<file path="src/pkg/dpt_pkg.sv">
`default_nettype none
package dpt_pkg;
   // ----------------------------------------
   // register map
   // ----------------------------------------
   localparam logic [7:0] DPT_ADDR_AUTO_BW = 8'h3B;
   localparam int DPT_AUTO_BW_BIT = 7;
   localparam logic [7:0] DPT_ADDR_LOCKED_BW = 8'h67;
   localparam logic [7:0] DPT_ADDR_ACQ_BW = 8'h69;
   localparam logic [7:0] DPT_ADDR_DAMPING = 8'h6B;
   localparam logic [7:0] DPT_ADDR_TRIM_LO = 8'h7C;
   localparam logic [7:0] DPT_ADDR_TRIM_HI = 8'h7D;
   localparam logic [7:0] DPT_ADDR_STATUS = 8'h7E;

   // ----------------------------------------
   // field layouts
   // ----------------------------------------
   localparam int DPT_BW_W = 5;
   localparam int DPT_DCODE_W = 3;
   localparam int DPT_STAT_BW_LSB = 0;
   localparam int DPT_STAT_DAMP_LSB = 5;

   // ----------------------------------------
   // bandwidth step codes
   // ----------------------------------------
   localparam logic [4:0] DPT_BW_4HZ = 5'h0D;
   localparam logic [4:0] DPT_BW_8HZ = 5'h0E;
   localparam logic [4:0] DPT_BW_18HZ = 5'h0F;
   localparam logic [4:0] DPT_BW_35HZ = 5'h10;
   localparam logic [4:0] DPT_BW_70HZ = 5'h11;

   // ----------------------------------------
   // reset values
   // ----------------------------------------
   localparam logic [4:0] DPT_LOCKED_BW_RST = 5'h0D;
   localparam logic [4:0] DPT_ACQ_BW_RST = 5'h11;
   localparam logic [2:0] DPT_DCODE_RST = 3'h3;
   localparam logic [2:0] DPT_DCODE_MIN = 3'h1;
   localparam logic [2:0] DPT_DCODE_MAX = 3'h5;
   localparam logic DPT_AUTO_BW_RST = 1'b0;
   localparam logic [15:0] DPT_TRIM_RST = 16'h9999;

   // ----------------------------------------
   // timing and trim arithmetic
   // ----------------------------------------
   localparam int DPT_MASTER_CLK_HZ = 12800000;
   localparam real DPT_TRIM_STEP_PPM = 0.0196229;
   localparam int DPT_TRIM_SHIFT = 40;
   localparam int DPT_TRIM_GAIN_I =
      int'(DPT_TRIM_STEP_PPM * 1.0E-6 * (2.0 ** DPT_TRIM_SHIFT));
   localparam logic [15:0] DPT_TRIM_GAIN = DPT_TRIM_GAIN_I[15:0];

   // ----------------------------------------
   // damping factors
   // ----------------------------------------
   typedef enum logic [2:0] {
      DPT_DAMP_1P2 = 3'b000,
      DPT_DAMP_2P5 = 3'b001,
      DPT_DAMP_5 = 3'b010,
      DPT_DAMP_10 = 3'b011,
      DPT_DAMP_20 = 3'b100
   } dpt_damp_type;

   // damping factor times ten
   function automatic logic [7:0] dpt_damp_x10(input dpt_damp_type d);
      logic [7:0] v;
      v = 8'h32;
      unique case (d)
         DPT_DAMP_1P2: v = 8'h0C;
         DPT_DAMP_2P5: v = 8'h19;
         DPT_DAMP_5: v = 8'h32;
         DPT_DAMP_10: v = 8'h64;
         DPT_DAMP_20: v = 8'hC8;
         default: v = 8'h32;
      endcase
      return v;
   endfunction
endpackage
`default_nettype wire

</file>
<file path="src/core/dpt_damp_map.sv">
`timescale 1ns/10ps
`default_nettype none
module dpt_damp_map
(
   // clock and reset
   input wire logic clk_i,
   input wire logic resetn_i,
   // selection
   input wire logic [4:0] bw_i,
   input wire logic [2:0] code_i,
   // result
   output dpt_pkg::dpt_damp_type damp_o
);
   // ----------------------------------------
   // code and bandwidth to factor
   // ----------------------------------------
   function automatic dpt_pkg::dpt_damp_type map(input logic [4:0] bw, input logic [2:0] c);
      dpt_pkg::dpt_damp_type d;
      d = dpt_pkg::DPT_DAMP_5;
      if (c < dpt_pkg::DPT_DCODE_MIN || c > dpt_pkg::DPT_DCODE_MAX)
         d = dpt_pkg::DPT_DAMP_5;
      else if (bw <= dpt_pkg::DPT_BW_4HZ)
         d = dpt_pkg::DPT_DAMP_5;
      else if (bw == dpt_pkg::DPT_BW_8HZ)
         d = (c == 3'h1) ? dpt_pkg::DPT_DAMP_2P5 : dpt_pkg::DPT_DAMP_5;
      else if (bw == dpt_pkg::DPT_BW_18HZ)
      begin
         if (c == 3'h1)
            d = dpt_pkg::DPT_DAMP_1P2;
         else if (c == 3'h2)
            d = dpt_pkg::DPT_DAMP_2P5;
         else
            d = dpt_pkg::DPT_DAMP_5;
      end
      else if (bw == dpt_pkg::DPT_BW_35HZ)
      begin
         if (c >= 3'h4)
            d = dpt_pkg::DPT_DAMP_10;
         else
            d = dpt_pkg::dpt_damp_type'(c - 3'h1);
      end
      else
         d = dpt_pkg::dpt_damp_type'(c - 3'h1);
      return d;
   endfunction

   always_ff @(posedge clk_i or negedge resetn_i)
   begin
      if (!resetn_i)
         damp_o <= dpt_pkg::DPT_DAMP_5;
      else
         damp_o <= map(bw_i, code_i);
   end
endmodule // dpt_damp_map
`default_nettype wire

</file>
<file path="src/core/dpt_freq_scale.sv">
`timescale 1ns/10ps
`default_nettype none
module dpt_freq_scale
#(
   parameter int FREQ_W = 32
)
(
   // clock and reset
   input wire logic clk_i,
   input wire logic resetn_i,
   // operands
   input wire logic [FREQ_W-1:0] base_i,
   input wire logic [15:0] trim_i,
   // result
   output logic [FREQ_W-1:0] scaled_o
);
   localparam int PROD_W = FREQ_W + 34;

   if (FREQ_W < 8 || FREQ_W > 48)
      $error("dpt_freq_scale: FREQ_W out of range");

   logic signed [16:0] delta;
   logic signed [31:0] step_r;
   logic [FREQ_W-1:0] base_r;
   logic signed [PROD_W-1:0] prod;
   logic signed [PROD_W-1:0] sum;

   // ----------------------------------------
   // signed offset from the zero point
   // ----------------------------------------
   assign delta = $signed({1'b0, trim_i}) - $signed({1'b0, dpt_pkg::DPT_TRIM_RST});

   always_ff @(posedge clk_i or negedge resetn_i)
   begin
      if (!resetn_i)
      begin
         step_r <= 32'sh00000000;
         base_r <= '0;
      end
      else
      begin
         step_r <= $signed({{15{delta[16]}}, delta}) *
                   $signed({16'h0000, dpt_pkg::DPT_TRIM_GAIN});
         base_r <= base_i;
      end
   end

   // ----------------------------------------
   // common relative scaling
   // ----------------------------------------
   assign prod = $signed({{(PROD_W-FREQ_W){1'b0}}, base_r}) *
                 $signed({{(PROD_W-32){step_r[31]}}, step_r});
   assign sum = $signed({{(PROD_W-FREQ_W){1'b0}}, base_r}) +
                (prod >>> dpt_pkg::DPT_TRIM_SHIFT);

   always_ff @(posedge clk_i or negedge resetn_i)
   begin
      if (!resetn_i)
         scaled_o <= '0;
      else if (sum[PROD_W-1])
         scaled_o <= '0;
      else if (|sum[PROD_W-2:FREQ_W])
         scaled_o <= '1;
      else
         scaled_o <= sum[FREQ_W-1:0];
   end
endmodule // dpt_freq_scale
`default_nettype wire

</file>
<file path="src/core/dpt_trim_top.sv">
// How it works
// - A 3-bit damping code of 1 to 5 is turned into a damping factor from code and bandwidth.
// - From 0.5 mHz up to 4 Hz bandwidth the damping factor is 5 for every legal code.
// - At 8 Hz code 1 gives 2.5 and others 5; at 18 Hz codes give 1.2, 2.5, then 5.
// - At 35 Hz codes give 1.2, 2.5, 5, then 10; at 70 Hz they give 1.2, 2.5, 5, 10, 20.
// - After reset the damping selection gives factor 5, about 0.1 dB of gain peak.
// - The trim is one 16-bit unsigned value in two 8-bit locations, both readable and writable.
// - Each trim step up raises all output frequencies by 0.0196229 ppm, and down lowers them.
// - Reset loads the trim with 39321 (hex 9999), which means zero frequency offset.
// - Any trim from 0 to 65535 is accepted, spanning -771 ppm to +514 ppm.
// - The loop acts as a low-pass on input phase with its pole set by the bandwidth in use.
// - With automatic bandwidth on, acquire bandwidth is used while unlocked, else locked one.
`timescale 1ns/10ps
`default_nettype none
module dpt_trim_top
#(
   parameter int FREQ_W = 32
)
(
   // clock and reset
   input wire logic clk_i,
   input wire logic resetn_i,
   // register port
   input wire logic [7:0] addr_i,
   input wire logic [7:0] wdata_i,
   input wire logic we_i,
   input wire logic re_i,
   output logic [7:0] rdata_o,
   // loop status and frequency word
   input wire logic dpll_locked_i,
   input wire logic [FREQ_W-1:0] nco_freq_i,
   // loop settings
   output logic [4:0] active_bw_o,
   output dpt_pkg::dpt_damp_type damping_o,
   output logic [7:0] damping_x10_o,
   output logic [15:0] trim_o,
   output logic [FREQ_W-1:0] scaled_freq_o
);
   if (FREQ_W < 8 || FREQ_W > 48)
      $error("dpt_trim_top: FREQ_W out of range");

   // ----------------------------------------
   // declarations
   // ----------------------------------------
   logic auto_bw_r;
   logic [4:0] locked_bw_r;
   logic [4:0] acq_bw_r;
   logic [2:0] dcode_r;
   logic [15:0] trim_r;
   logic [4:0] bw_nxt;
   logic [4:0] bw_r;
   logic [7:0] rdata_nxt;
   logic [7:0] rdata_r;
   dpt_pkg::dpt_damp_type damp;

   // clip a bandwidth step code to the top step
   function automatic logic [4:0] bw_clip(input logic [4:0] b);
      return (b > dpt_pkg::DPT_BW_70HZ) ? dpt_pkg::DPT_BW_70HZ : b;
   endfunction

   // ----------------------------------------
   // control registers
   // ----------------------------------------
   always_ff @(posedge clk_i or negedge resetn_i)
   begin
      if (!resetn_i)
         auto_bw_r <= dpt_pkg::DPT_AUTO_BW_RST;
      else if (we_i && addr_i == dpt_pkg::DPT_ADDR_AUTO_BW)
         auto_bw_r <= wdata_i[dpt_pkg::DPT_AUTO_BW_BIT];
   end

   always_ff @(posedge clk_i or negedge resetn_i)
   begin
      if (!resetn_i)
         locked_bw_r <= dpt_pkg::DPT_LOCKED_BW_RST;
      else if (we_i && addr_i == dpt_pkg::DPT_ADDR_LOCKED_BW)
         locked_bw_r <= wdata_i[dpt_pkg::DPT_BW_W-1:0];
   end

   always_ff @(posedge clk_i or negedge resetn_i)
   begin
      if (!resetn_i)
         acq_bw_r <= dpt_pkg::DPT_ACQ_BW_RST;
      else if (we_i && addr_i == dpt_pkg::DPT_ADDR_ACQ_BW)
         acq_bw_r <= wdata_i[dpt_pkg::DPT_BW_W-1:0];
   end

   always_ff @(posedge clk_i or negedge resetn_i)
   begin
      if (!resetn_i)
         dcode_r <= dpt_pkg::DPT_DCODE_RST;
      else if (we_i && addr_i == dpt_pkg::DPT_ADDR_DAMPING)
         dcode_r <= wdata_i[dpt_pkg::DPT_DCODE_W-1:0];
   end

   always_ff @(posedge clk_i or negedge resetn_i)
   begin
      if (!resetn_i)
         trim_r <= dpt_pkg::DPT_TRIM_RST;
      else if (we_i && addr_i == dpt_pkg::DPT_ADDR_TRIM_LO)
         trim_r[7:0] <= wdata_i;
      else if (we_i && addr_i == dpt_pkg::DPT_ADDR_TRIM_HI)
         trim_r[15:8] <= wdata_i;
   end

   // ----------------------------------------
   // bandwidth in use
   // ----------------------------------------
   always_comb
   begin
      if (auto_bw_r && !dpll_locked_i)
         bw_nxt = bw_clip(acq_bw_r);
      else
         bw_nxt = bw_clip(locked_bw_r);
   end

   always_ff @(posedge clk_i or negedge resetn_i)
   begin
      if (!resetn_i)
         bw_r <= dpt_pkg::DPT_LOCKED_BW_RST;
      else
         bw_r <= bw_nxt;
   end

   // ----------------------------------------
   // damping and trim datapaths
   // ----------------------------------------
   dpt_damp_map u_damp
   (
      .clk_i(clk_i),
      .resetn_i(resetn_i),
      .bw_i(bw_r),
      .code_i(dcode_r),
      .damp_o(damp)
   );

   dpt_freq_scale #(.FREQ_W(FREQ_W)) u_scale
   (
      .clk_i(clk_i),
      .resetn_i(resetn_i),
      .base_i(nco_freq_i),
      .trim_i(trim_r),
      .scaled_o(scaled_freq_o)
   );

   always_ff @(posedge clk_i or negedge resetn_i)
   begin
      if (!resetn_i)
         damping_x10_o <= 8'h32;
      else
         damping_x10_o <= dpt_pkg::dpt_damp_x10(damp);
   end

   assign damping_o = damp;
   assign active_bw_o = bw_r;
   assign trim_o = trim_r;

   // ----------------------------------------
   // read port
   // ----------------------------------------
   always_comb
   begin
      rdata_nxt = 8'h00;
      if (re_i)
      begin
         unique case (addr_i)
            dpt_pkg::DPT_ADDR_AUTO_BW:
               rdata_nxt[dpt_pkg::DPT_AUTO_BW_BIT] = auto_bw_r;
            dpt_pkg::DPT_ADDR_LOCKED_BW:
               rdata_nxt[dpt_pkg::DPT_BW_W-1:0] = locked_bw_r;
            dpt_pkg::DPT_ADDR_ACQ_BW:
               rdata_nxt[dpt_pkg::DPT_BW_W-1:0] = acq_bw_r;
            dpt_pkg::DPT_ADDR_DAMPING:
               rdata_nxt[dpt_pkg::DPT_DCODE_W-1:0] = dcode_r;
            dpt_pkg::DPT_ADDR_TRIM_LO:
               rdata_nxt = trim_r[7:0];
            dpt_pkg::DPT_ADDR_TRIM_HI:
               rdata_nxt = trim_r[15:8];
            dpt_pkg::DPT_ADDR_STATUS:
               rdata_nxt = {damp, bw_r};
            default:
               rdata_nxt = 8'h00;
         endcase
      end
   end

   always_ff @(posedge clk_i or negedge resetn_i)
   begin
      if (!resetn_i)
         rdata_r <= 8'h00;
      else
         rdata_r <= rdata_nxt;
   end

   assign rdata_o = rdata_r;
endmodule // dpt_trim_top
`default_nettype wire

</file>
<file path="config.mk">
export PLATFORM = sky130hd
export DESIGN_NAME = dpt_trim_top
export DESIGN_NICKNAME = d
export VERILOG_FILES = /design/src/pkg/dpt_pkg.sv /design/src/core/dpt_damp_map.sv /design/src/core/dpt_freq_scale.sv /design/src/core/dpt_trim_top.sv
export SDC_FILE = /design/constraint.sdc
export NUM_CORES = 2
export LEC_CHECK = 0
export ABC_CLOCK_PERIOD_IN_PS = 11830
export BUFFER_PORTS_ARGS = -buffer_cell sky130_fd_sc_hd__buf_2
export CORE_AREA = 2 2 261 263
export DETAILED_ROUTE_END_ITERATION = 7
export DIE_AREA = 0 0 263 265
export GPL_TIMING_DRIVEN = 0
export PLACE_DENSITY = 0.8
export SLEW_MARGIN = 0
export SYNTH_ARGS = -nofsm -noshare
export SYNTH_HDL_FRONTEND = slang
export SYNTH_SLANG_ARGS = --single-unit
export TNS_END_PERCENT = 1
</file>
<file path="constraint.sdc">
create_clock -name clk_i -period 11.83 [get_ports clk_i]
set_clock_uncertainty 0.1 [all_clocks]
set_input_delay 0.5915 -clock clk_i [delete_from_list [all_inputs] [get_ports clk_i]]
set_output_delay 0.5915 -clock clk_i [all_outputs]
set_load 0.02 [all_outputs]
</file>
# ---- Word level (Yosys, flattened, before mapping)
# Index checks and enable logic that the tools add are counted.
# Widths: inputs -> output; s select.
dict set report classes {
  n_mul 2
  n_eq_ne 15
  reduce_logical 12
  n_addsub 3
  n_mux 20
  bitwise 1
  magnitude_cmp 6
}
# cell count
set op_table {}
lappend op_table {{$mux 32} 2}
lappend op_table {{$mul 33x29->62} 1}
lappend op_table {{$eq 8x7->1 const B} 6}
lappend op_table {{$add 33x25->34} 1}
lappend op_table {{$reduce_or 33->1} 1}
lappend op_table {{$pmux 8 s4} 1}
lappend op_table {{$mul 17x13->29 const B} 1}
lappend op_table {{$mux 3} 7}
lappend op_table {{$pmux 3 s6} 1}
lappend op_table {{$sub 16x16->17 const B} 1}
lappend op_table {{$mux 5} 3}
lappend op_table {{$eq 5x4->1 const B} 2}
lappend op_table {{$gt 5x5->1 const B} 2}
lappend op_table {{$pmux 2 s5} 1}
lappend op_table {{$eq 8x6->1 const B} 1}
lappend op_table {{$mux 8} 1}
lappend op_table {{$logic_and 1x1->1} 7}
lappend op_table {{$eq 3x1->1 const B} 2}
lappend op_table {{$eq 3x2->1 const B} 2}
lappend op_table {{$pmux 2 s3} 1}
lappend op_table {{$eq 5x5->1 const B} 1}
lappend op_table {{$le 5x4->1 const B} 1}
lappend op_table {{$mux 2} 2}
lappend op_table {{$pmux 1 s4} 1}
lappend op_table {{10 further kinds} 10}
dict set report totals {
  reg_bits 147
  output_inout_bits 72
}

# ---- Logic depth before layout (Yosys ltp)
dict set report logic_depth {
  ltp_word 7
  mapped_depth 40
  mapped_depth_nobuf 38
}

# ---- By module
# A second synthesis with hierarchy kept.
dict set report unflattened {
  hier_cells 4211
  area_unflattened_um2 39949.6
}
# module seq_area_each_um2 cells_each area_per_inst_um2 n_inst
set by_module_without_submodules {}
lappend by_module_without_submodules {dpt_freq_scale 2327.2 3994 37278.3 1}
lappend by_module_without_submodules {dpt_trim_top 1302.5 183 2387.3 1}
lappend by_module_without_submodules {dpt_damp_map 76.3 34 284.0 1}

# ---- Worst setup path before layout
# No wires, ideal clock.
dict set report synth_timing {
  kind {reg-to-reg}
  from {register u_scale.base_r[27]}
  to {register u_scale.scaled_o[0]}
  synth_period_minus_slack_ns 9.542
  required_time_ns 11.603
  arrival_ns 9.315
  slack_ns 2.288
  path_stages_with_launch 38
  cell_sequence {dfrtp_1 -> clkbuf_1 -> clkbuf_1 -> nand2_1 -> fa_1 -> inv_1 -> fa_1 -> fa_1 -> inv_1 -> fa_1 -> inv_1 -> fa_1 -> fa_1 -> fa_1 -> inv_1 -> fa_1 -> inv_1 -> ha_1 -> [... 2 more ...] -> nand3_1 -> or4_1 -> a21oi_1 -> or2_1 -> buf_2 -> a21o_1 -> xor2_1 -> ha_1 -> a21o_1 -> a21o_1 -> a221oi_1 -> a2111oi_0 -> o21ai_1 -> nand3b_1 -> a221o_1 -> xnor2_1 -> buf_2 -> a21oi_1}
}
dict set report synth_between {
  elab_chain_cells 5
}
# item line_no
set synth_rtl {}
lappend synth_rtl {{start, declared} dpt_freq_scale.sv:24} ;# logic [FREQ_W-1:0] base_r;
lappend synth_rtl {{start signal, assigned} dpt_freq_scale.sv:44} ;# base_r <= base_i;
lappend synth_rtl {{$mul 33x29->62} dpt_freq_scale.sv:51} ;# assign prod = $signed({{(PROD_W-FREQ_W){1'b0}}, base_r}) *
lappend synth_rtl {{$add 33x25->34 (*)} dpt_freq_scale.sv:53} ;# assign sum = $signed({{(PROD_W-FREQ_W){1'b0}}, base_r}) +
lappend synth_rtl {{$reduce_or 33->1} dpt_freq_scale.sv:62} ;# else if (|sum[PROD_W-2:FREQ_W])
lappend synth_rtl {{$mux 32} dpt_freq_scale.sv:62}
lappend synth_rtl {{$mux 32 (*)} dpt_freq_scale.sv:60} ;# else if (sum[PROD_W-1])
lappend synth_rtl {{end signal, assigned} dpt_freq_scale.sv:65} ;# scaled_o <= sum[FREQ_W-1:0];
lappend synth_rtl {{end, declared} dpt_freq_scale.sv:15} ;# output logic [FREQ_W-1:0] scaled_o
# Every way passes the cells marked *; elsewhere a longest branch is shown, timed or not.
# A chain may end at the register's enable or synchronous reset.

# ---- Worst setup path in the final report
dict set report layout_timing {
  from {register u_scale.step_r[16]}
  to {register u_scale.scaled_o[10]}
}
dict set report layout_between {
  elab_chain_cells 5
}
# item line_no
set layout_rtl {}
lappend layout_rtl {{start, declared} dpt_freq_scale.sv:23} ;# logic signed [31:0] step_r;
lappend layout_rtl {{start signal, assigned} dpt_freq_scale.sv:42} ;# step_r <= $signed({{15{delta[16]}}, delta}) *
lappend layout_rtl {{$mul 33x29->62 (*)} dpt_freq_scale.sv:51}
lappend layout_rtl {{$add 33x25->34 (*)} dpt_freq_scale.sv:53}
lappend layout_rtl {{$reduce_or 33->1} dpt_freq_scale.sv:62}
lappend layout_rtl {{$mux 32} dpt_freq_scale.sv:62}
lappend layout_rtl {{$mux 32 (*)} dpt_freq_scale.sv:60}
# Marked as above.

==> impl_metrics.toml <==
[worst_setup_path]
cp-startpoint = "u_scale.step_r[16]"
r2r_start = "u_scale.step_r[16]"
cp_num_buf_inv = 7
slowest_stage = "clkbuf_1"
start_kind = "register"
cp_common_cell = "fa_1"
arrival_ns = 11.81
crit_cells = 36
worst-r2r-cell-count = 36
endpoint_kind = "register"
worst-path-max-fanout = 10
critPathMaxStageDelay_ns = 0.78
crit_type = "reg2reg"
cp.required_ns = 12.05
path_delay_family = "adder cells"

[synthesis]
synth_edf_count = 0
yosys.area_share.simple_pct = 15.2
synth_area_leaders = "fa_1, ha_1, inv_1"
synth_top_area_share_pct = 42.5
avgSynthCellArea_sq_um = 9.36
synthMuxAreaShare_pct = 1.07
async_flop_share_pct = 100
synth_adder_area_share_pct = 55.6
synth_xor_area_share_pct = 2.04
synth.distinct_cells = 72
synth_top_family_by_area = "adder cells"
seq_area_frac_synth_pct = 9.28
netlist_area_sq_mm = 0.0399
synth_top_cell_by_area = "fa_1"
syn_inst = 4267
ys_warn_count = 0
synth-seq-cells = 147
synthFlopType = "dfrtp_1"
syn_nets = 5586
synth_compound_area_share_pct = 5.71

[clock_network]
clk_path_buf_depth = 2
cts_hold_buf = 0
cts_tree = "done"
htree_levels = 4
root_buffer = "clkbuf_16"
clk_pin_slew_ns = 0.07
numCtsBuffers = 17
clk_latency_ns = 0.45
clock_sinks = 147

[min_path]
hp-class = "in2async"

[cells_and_area]
syn2layout_area_growth_pct = 6.01
final_area_sq_mm = 0.0423
drive_gt1_share_pct = 6.81
fillCellCount = 5524
fin_util_pct = 63.4
nets = 5723

[grt]
grt_usage_pct = 37.5
grt_pass1_wl_microns = 193000
grt_overflow = 0
antenna_found_initial = 18
grt_max_degree = 90
first_global_vias = 32800

[outcome]
status = "complete, no violations"

[die]
ios = 125
die_x_microns = 263
initial_core_util_pct = 59.8
rows = 95
die_h_microns = 265
die_area_sq_mm = 0.0697
core-area_sq_mm = 0.0668

[routing]
num_vias = 30600
drt-initial-drc-count = 2780
route.detailed.drc = 0
wl_microns = 126000
first_pass_iters = 7
drt.antenna.violating_nets = 0
vias_per_cell = 5.78
wire_per_inst_microns = 23.8

[place]
postPlaceCellArea_sq_mm = 0.0417
dp_hpwl_microns = 105000
port_buffers = 123
pre_cts_ws_ns = -0.598
gp_congestion = 1.09

[timing]
rsz0062_at_grt = "no"
relSlewSlack_pct = 16.6
period_needed_ns = 11.60
period_share_pct = 98.0
setup_viol = 0
final-hold-violation-count = 0
fmax_mhz = 86.2
finalMaxSlewViolations = 0
worst_slack_ns = 0.233
worst_pin_slew_ns = 1.25

[run]
maxCapViolCount = 0
==> sequential cells by signal (all words and copies together) (netlist names) <==
register	cells
u_scale.base_r	32
u_scale.scaled_o	32
u_scale.step_r	29
trim_o	16
damping_x10_o	8
rdata_o	8
acq_bw_r	5
active_bw_o	5
locked_bw_r	5
dcode_r	3
u_damp.damp_o	3
auto_bw_r	1
==> cell usage after synthesis (all sizes together) (4+ instances only) <==
cell type / count
nand3b: 8
a21boi: 4
ha: 418
dfrtp: 125
nor2: 71
o21bai: 7
a211oi: 6
a21o: 58
mux2: 30
a221oi: 4
nand4: 14
nand3: 27
and3: 14
xnor2: 52
clkbuf: 192
fa: 848
or3: 9
inv: 974
nor3b: 4
nor3: 20
o311ai: 5
o211ai: 10
nand2b: 28
o31a: 4
o31ai: 5
and2: 481
buf: 12
o21a: 11
dfstp: 22
o21ai: 62
mux2i: 9
a2111oi: 4
a21oi: 128
a211o: 4
nand2: 485
a222oi: 5
a31oi: 9
nor2b: 17
xor2: 40
==> repair_timing <==
action / 4_1_cts / 5_1_grt
resized for setup: 36 / 104
buffers inserted: 0 / 0
endpoints found under the setup margin: 32 / 32
pin swaps: 0 / 0
==> worst register-to-register path, delay by kind of cell (launching register included) <==
family	cells	cell delay (ns)
compound gates	14	3.59
fa+ha+maj	10	4.85
buf+inv	7	1.32
simple gates	4	0.82
xor+xnor	1	0.27
flops	1	0.56
==> cell type report <==
class / instances / area, sq um / share of cell area (%)
clock inverter: 12 / 119 / 0.281
inverter: 975 / 3660 / 8.65
multi-input combinational: 2941 / 31800 / 75.1
timing repair buffer: 125 / 657 / 1.55
tap: 873 / 1090 / 2.58
sequential: 147 / 3710 / 8.76
clock buffer: 20 / 447 / 1.06
buffer: 197 / 842 / 1.99
antenna: 2 / 5.00 / 0.0118
==> cells by family (layout without fill, tap and decap cells) <==
| logic type | after synthesis | count (layout) |
|---|---|---|
| DFF | 147 | 147 |
| AOI/OAI and AO/OA | 352 | 352 |
| other | 0 | 2 |
| muxes | 39 | 39 |
| and+or+nand+nor | 1192 | 1192 |
| buffers and inverters | 1179 | 1329 |
| adders and majority gates | 1266 | 1266 |
| xor gates and xnor gates | 92 | 92 |
==> placed cells by master, fill, tap and decap left out, types with 6 or more instances in the layout <==
master     count
nor2_1        70
xor2_1        39
dfstp_2       22
a21o_1        58
inv_1        974
nand2_1      485
nand3b_1       8
o21ai_0       57
or3_1          9
mux2_2        30
a21oi_1      124
ha_1         418
nand2b_1      28
a211oi_1       6
nor3_1        20
nand4_1       14
clkbuf_1     115
nor2b_1       17
o21a_1        11
mux2i_1        9
and3_1        14
o211ai_1      10
fa_1         848
and2_1       480
nand3_1       27
a31oi_1        9
dfrtp_1      125
clkbuf_2      67
clkbuf_16     17
o21bai_1       7
buf_2        134
xnor2_1       52
==> final timing paths <==
kind | slack [ns] | end
max in group asynchronous | 10.76 | u_scale.scaled_o[10]
setup / recovery | 0.23 | u_scale.scaled_o[10]
min in group clk_i | 0.14 | u_scale.base_r[2]
hold / removal | 0.01 | u_scale.step_r[23]
hold reg to reg | 0.44 | active_bw_o[3]
setup reg to reg | 0.23 | u_scale.scaled_o[10]
==> per-stage QoR <==
| stage | TNS (ns) | std cells | hold slack [ns] |
|---|---|---|---|
| floorplan | 0 | 4267 | 0.196 |
| global placement | -19.86 | 5263 | 0.418 |
| detailed placement | -18.04 | 5265 | 0.422 |
| CTS | 0 | 5291 | 0.00631 |
| global route | 0 | 5290 | 0.0562 |
| finish | 0 | 5292 | 0.0138 |
==> layer usage <==
metal / global-route usage [%] / vias up / wire length (microns)
li1: - / 13000 / -
met1: 45.5 / 15300 / 44900
met2: 59.4 / 1717 / 56300
met3: 9.78 / 514 / 14100
met4: 24.9 / 10 / 10600
met5: 0 / - / 67
Power is not shown: default switching activity piles up to over one toggle a cycle in this logic, so the estimate is an artifact.
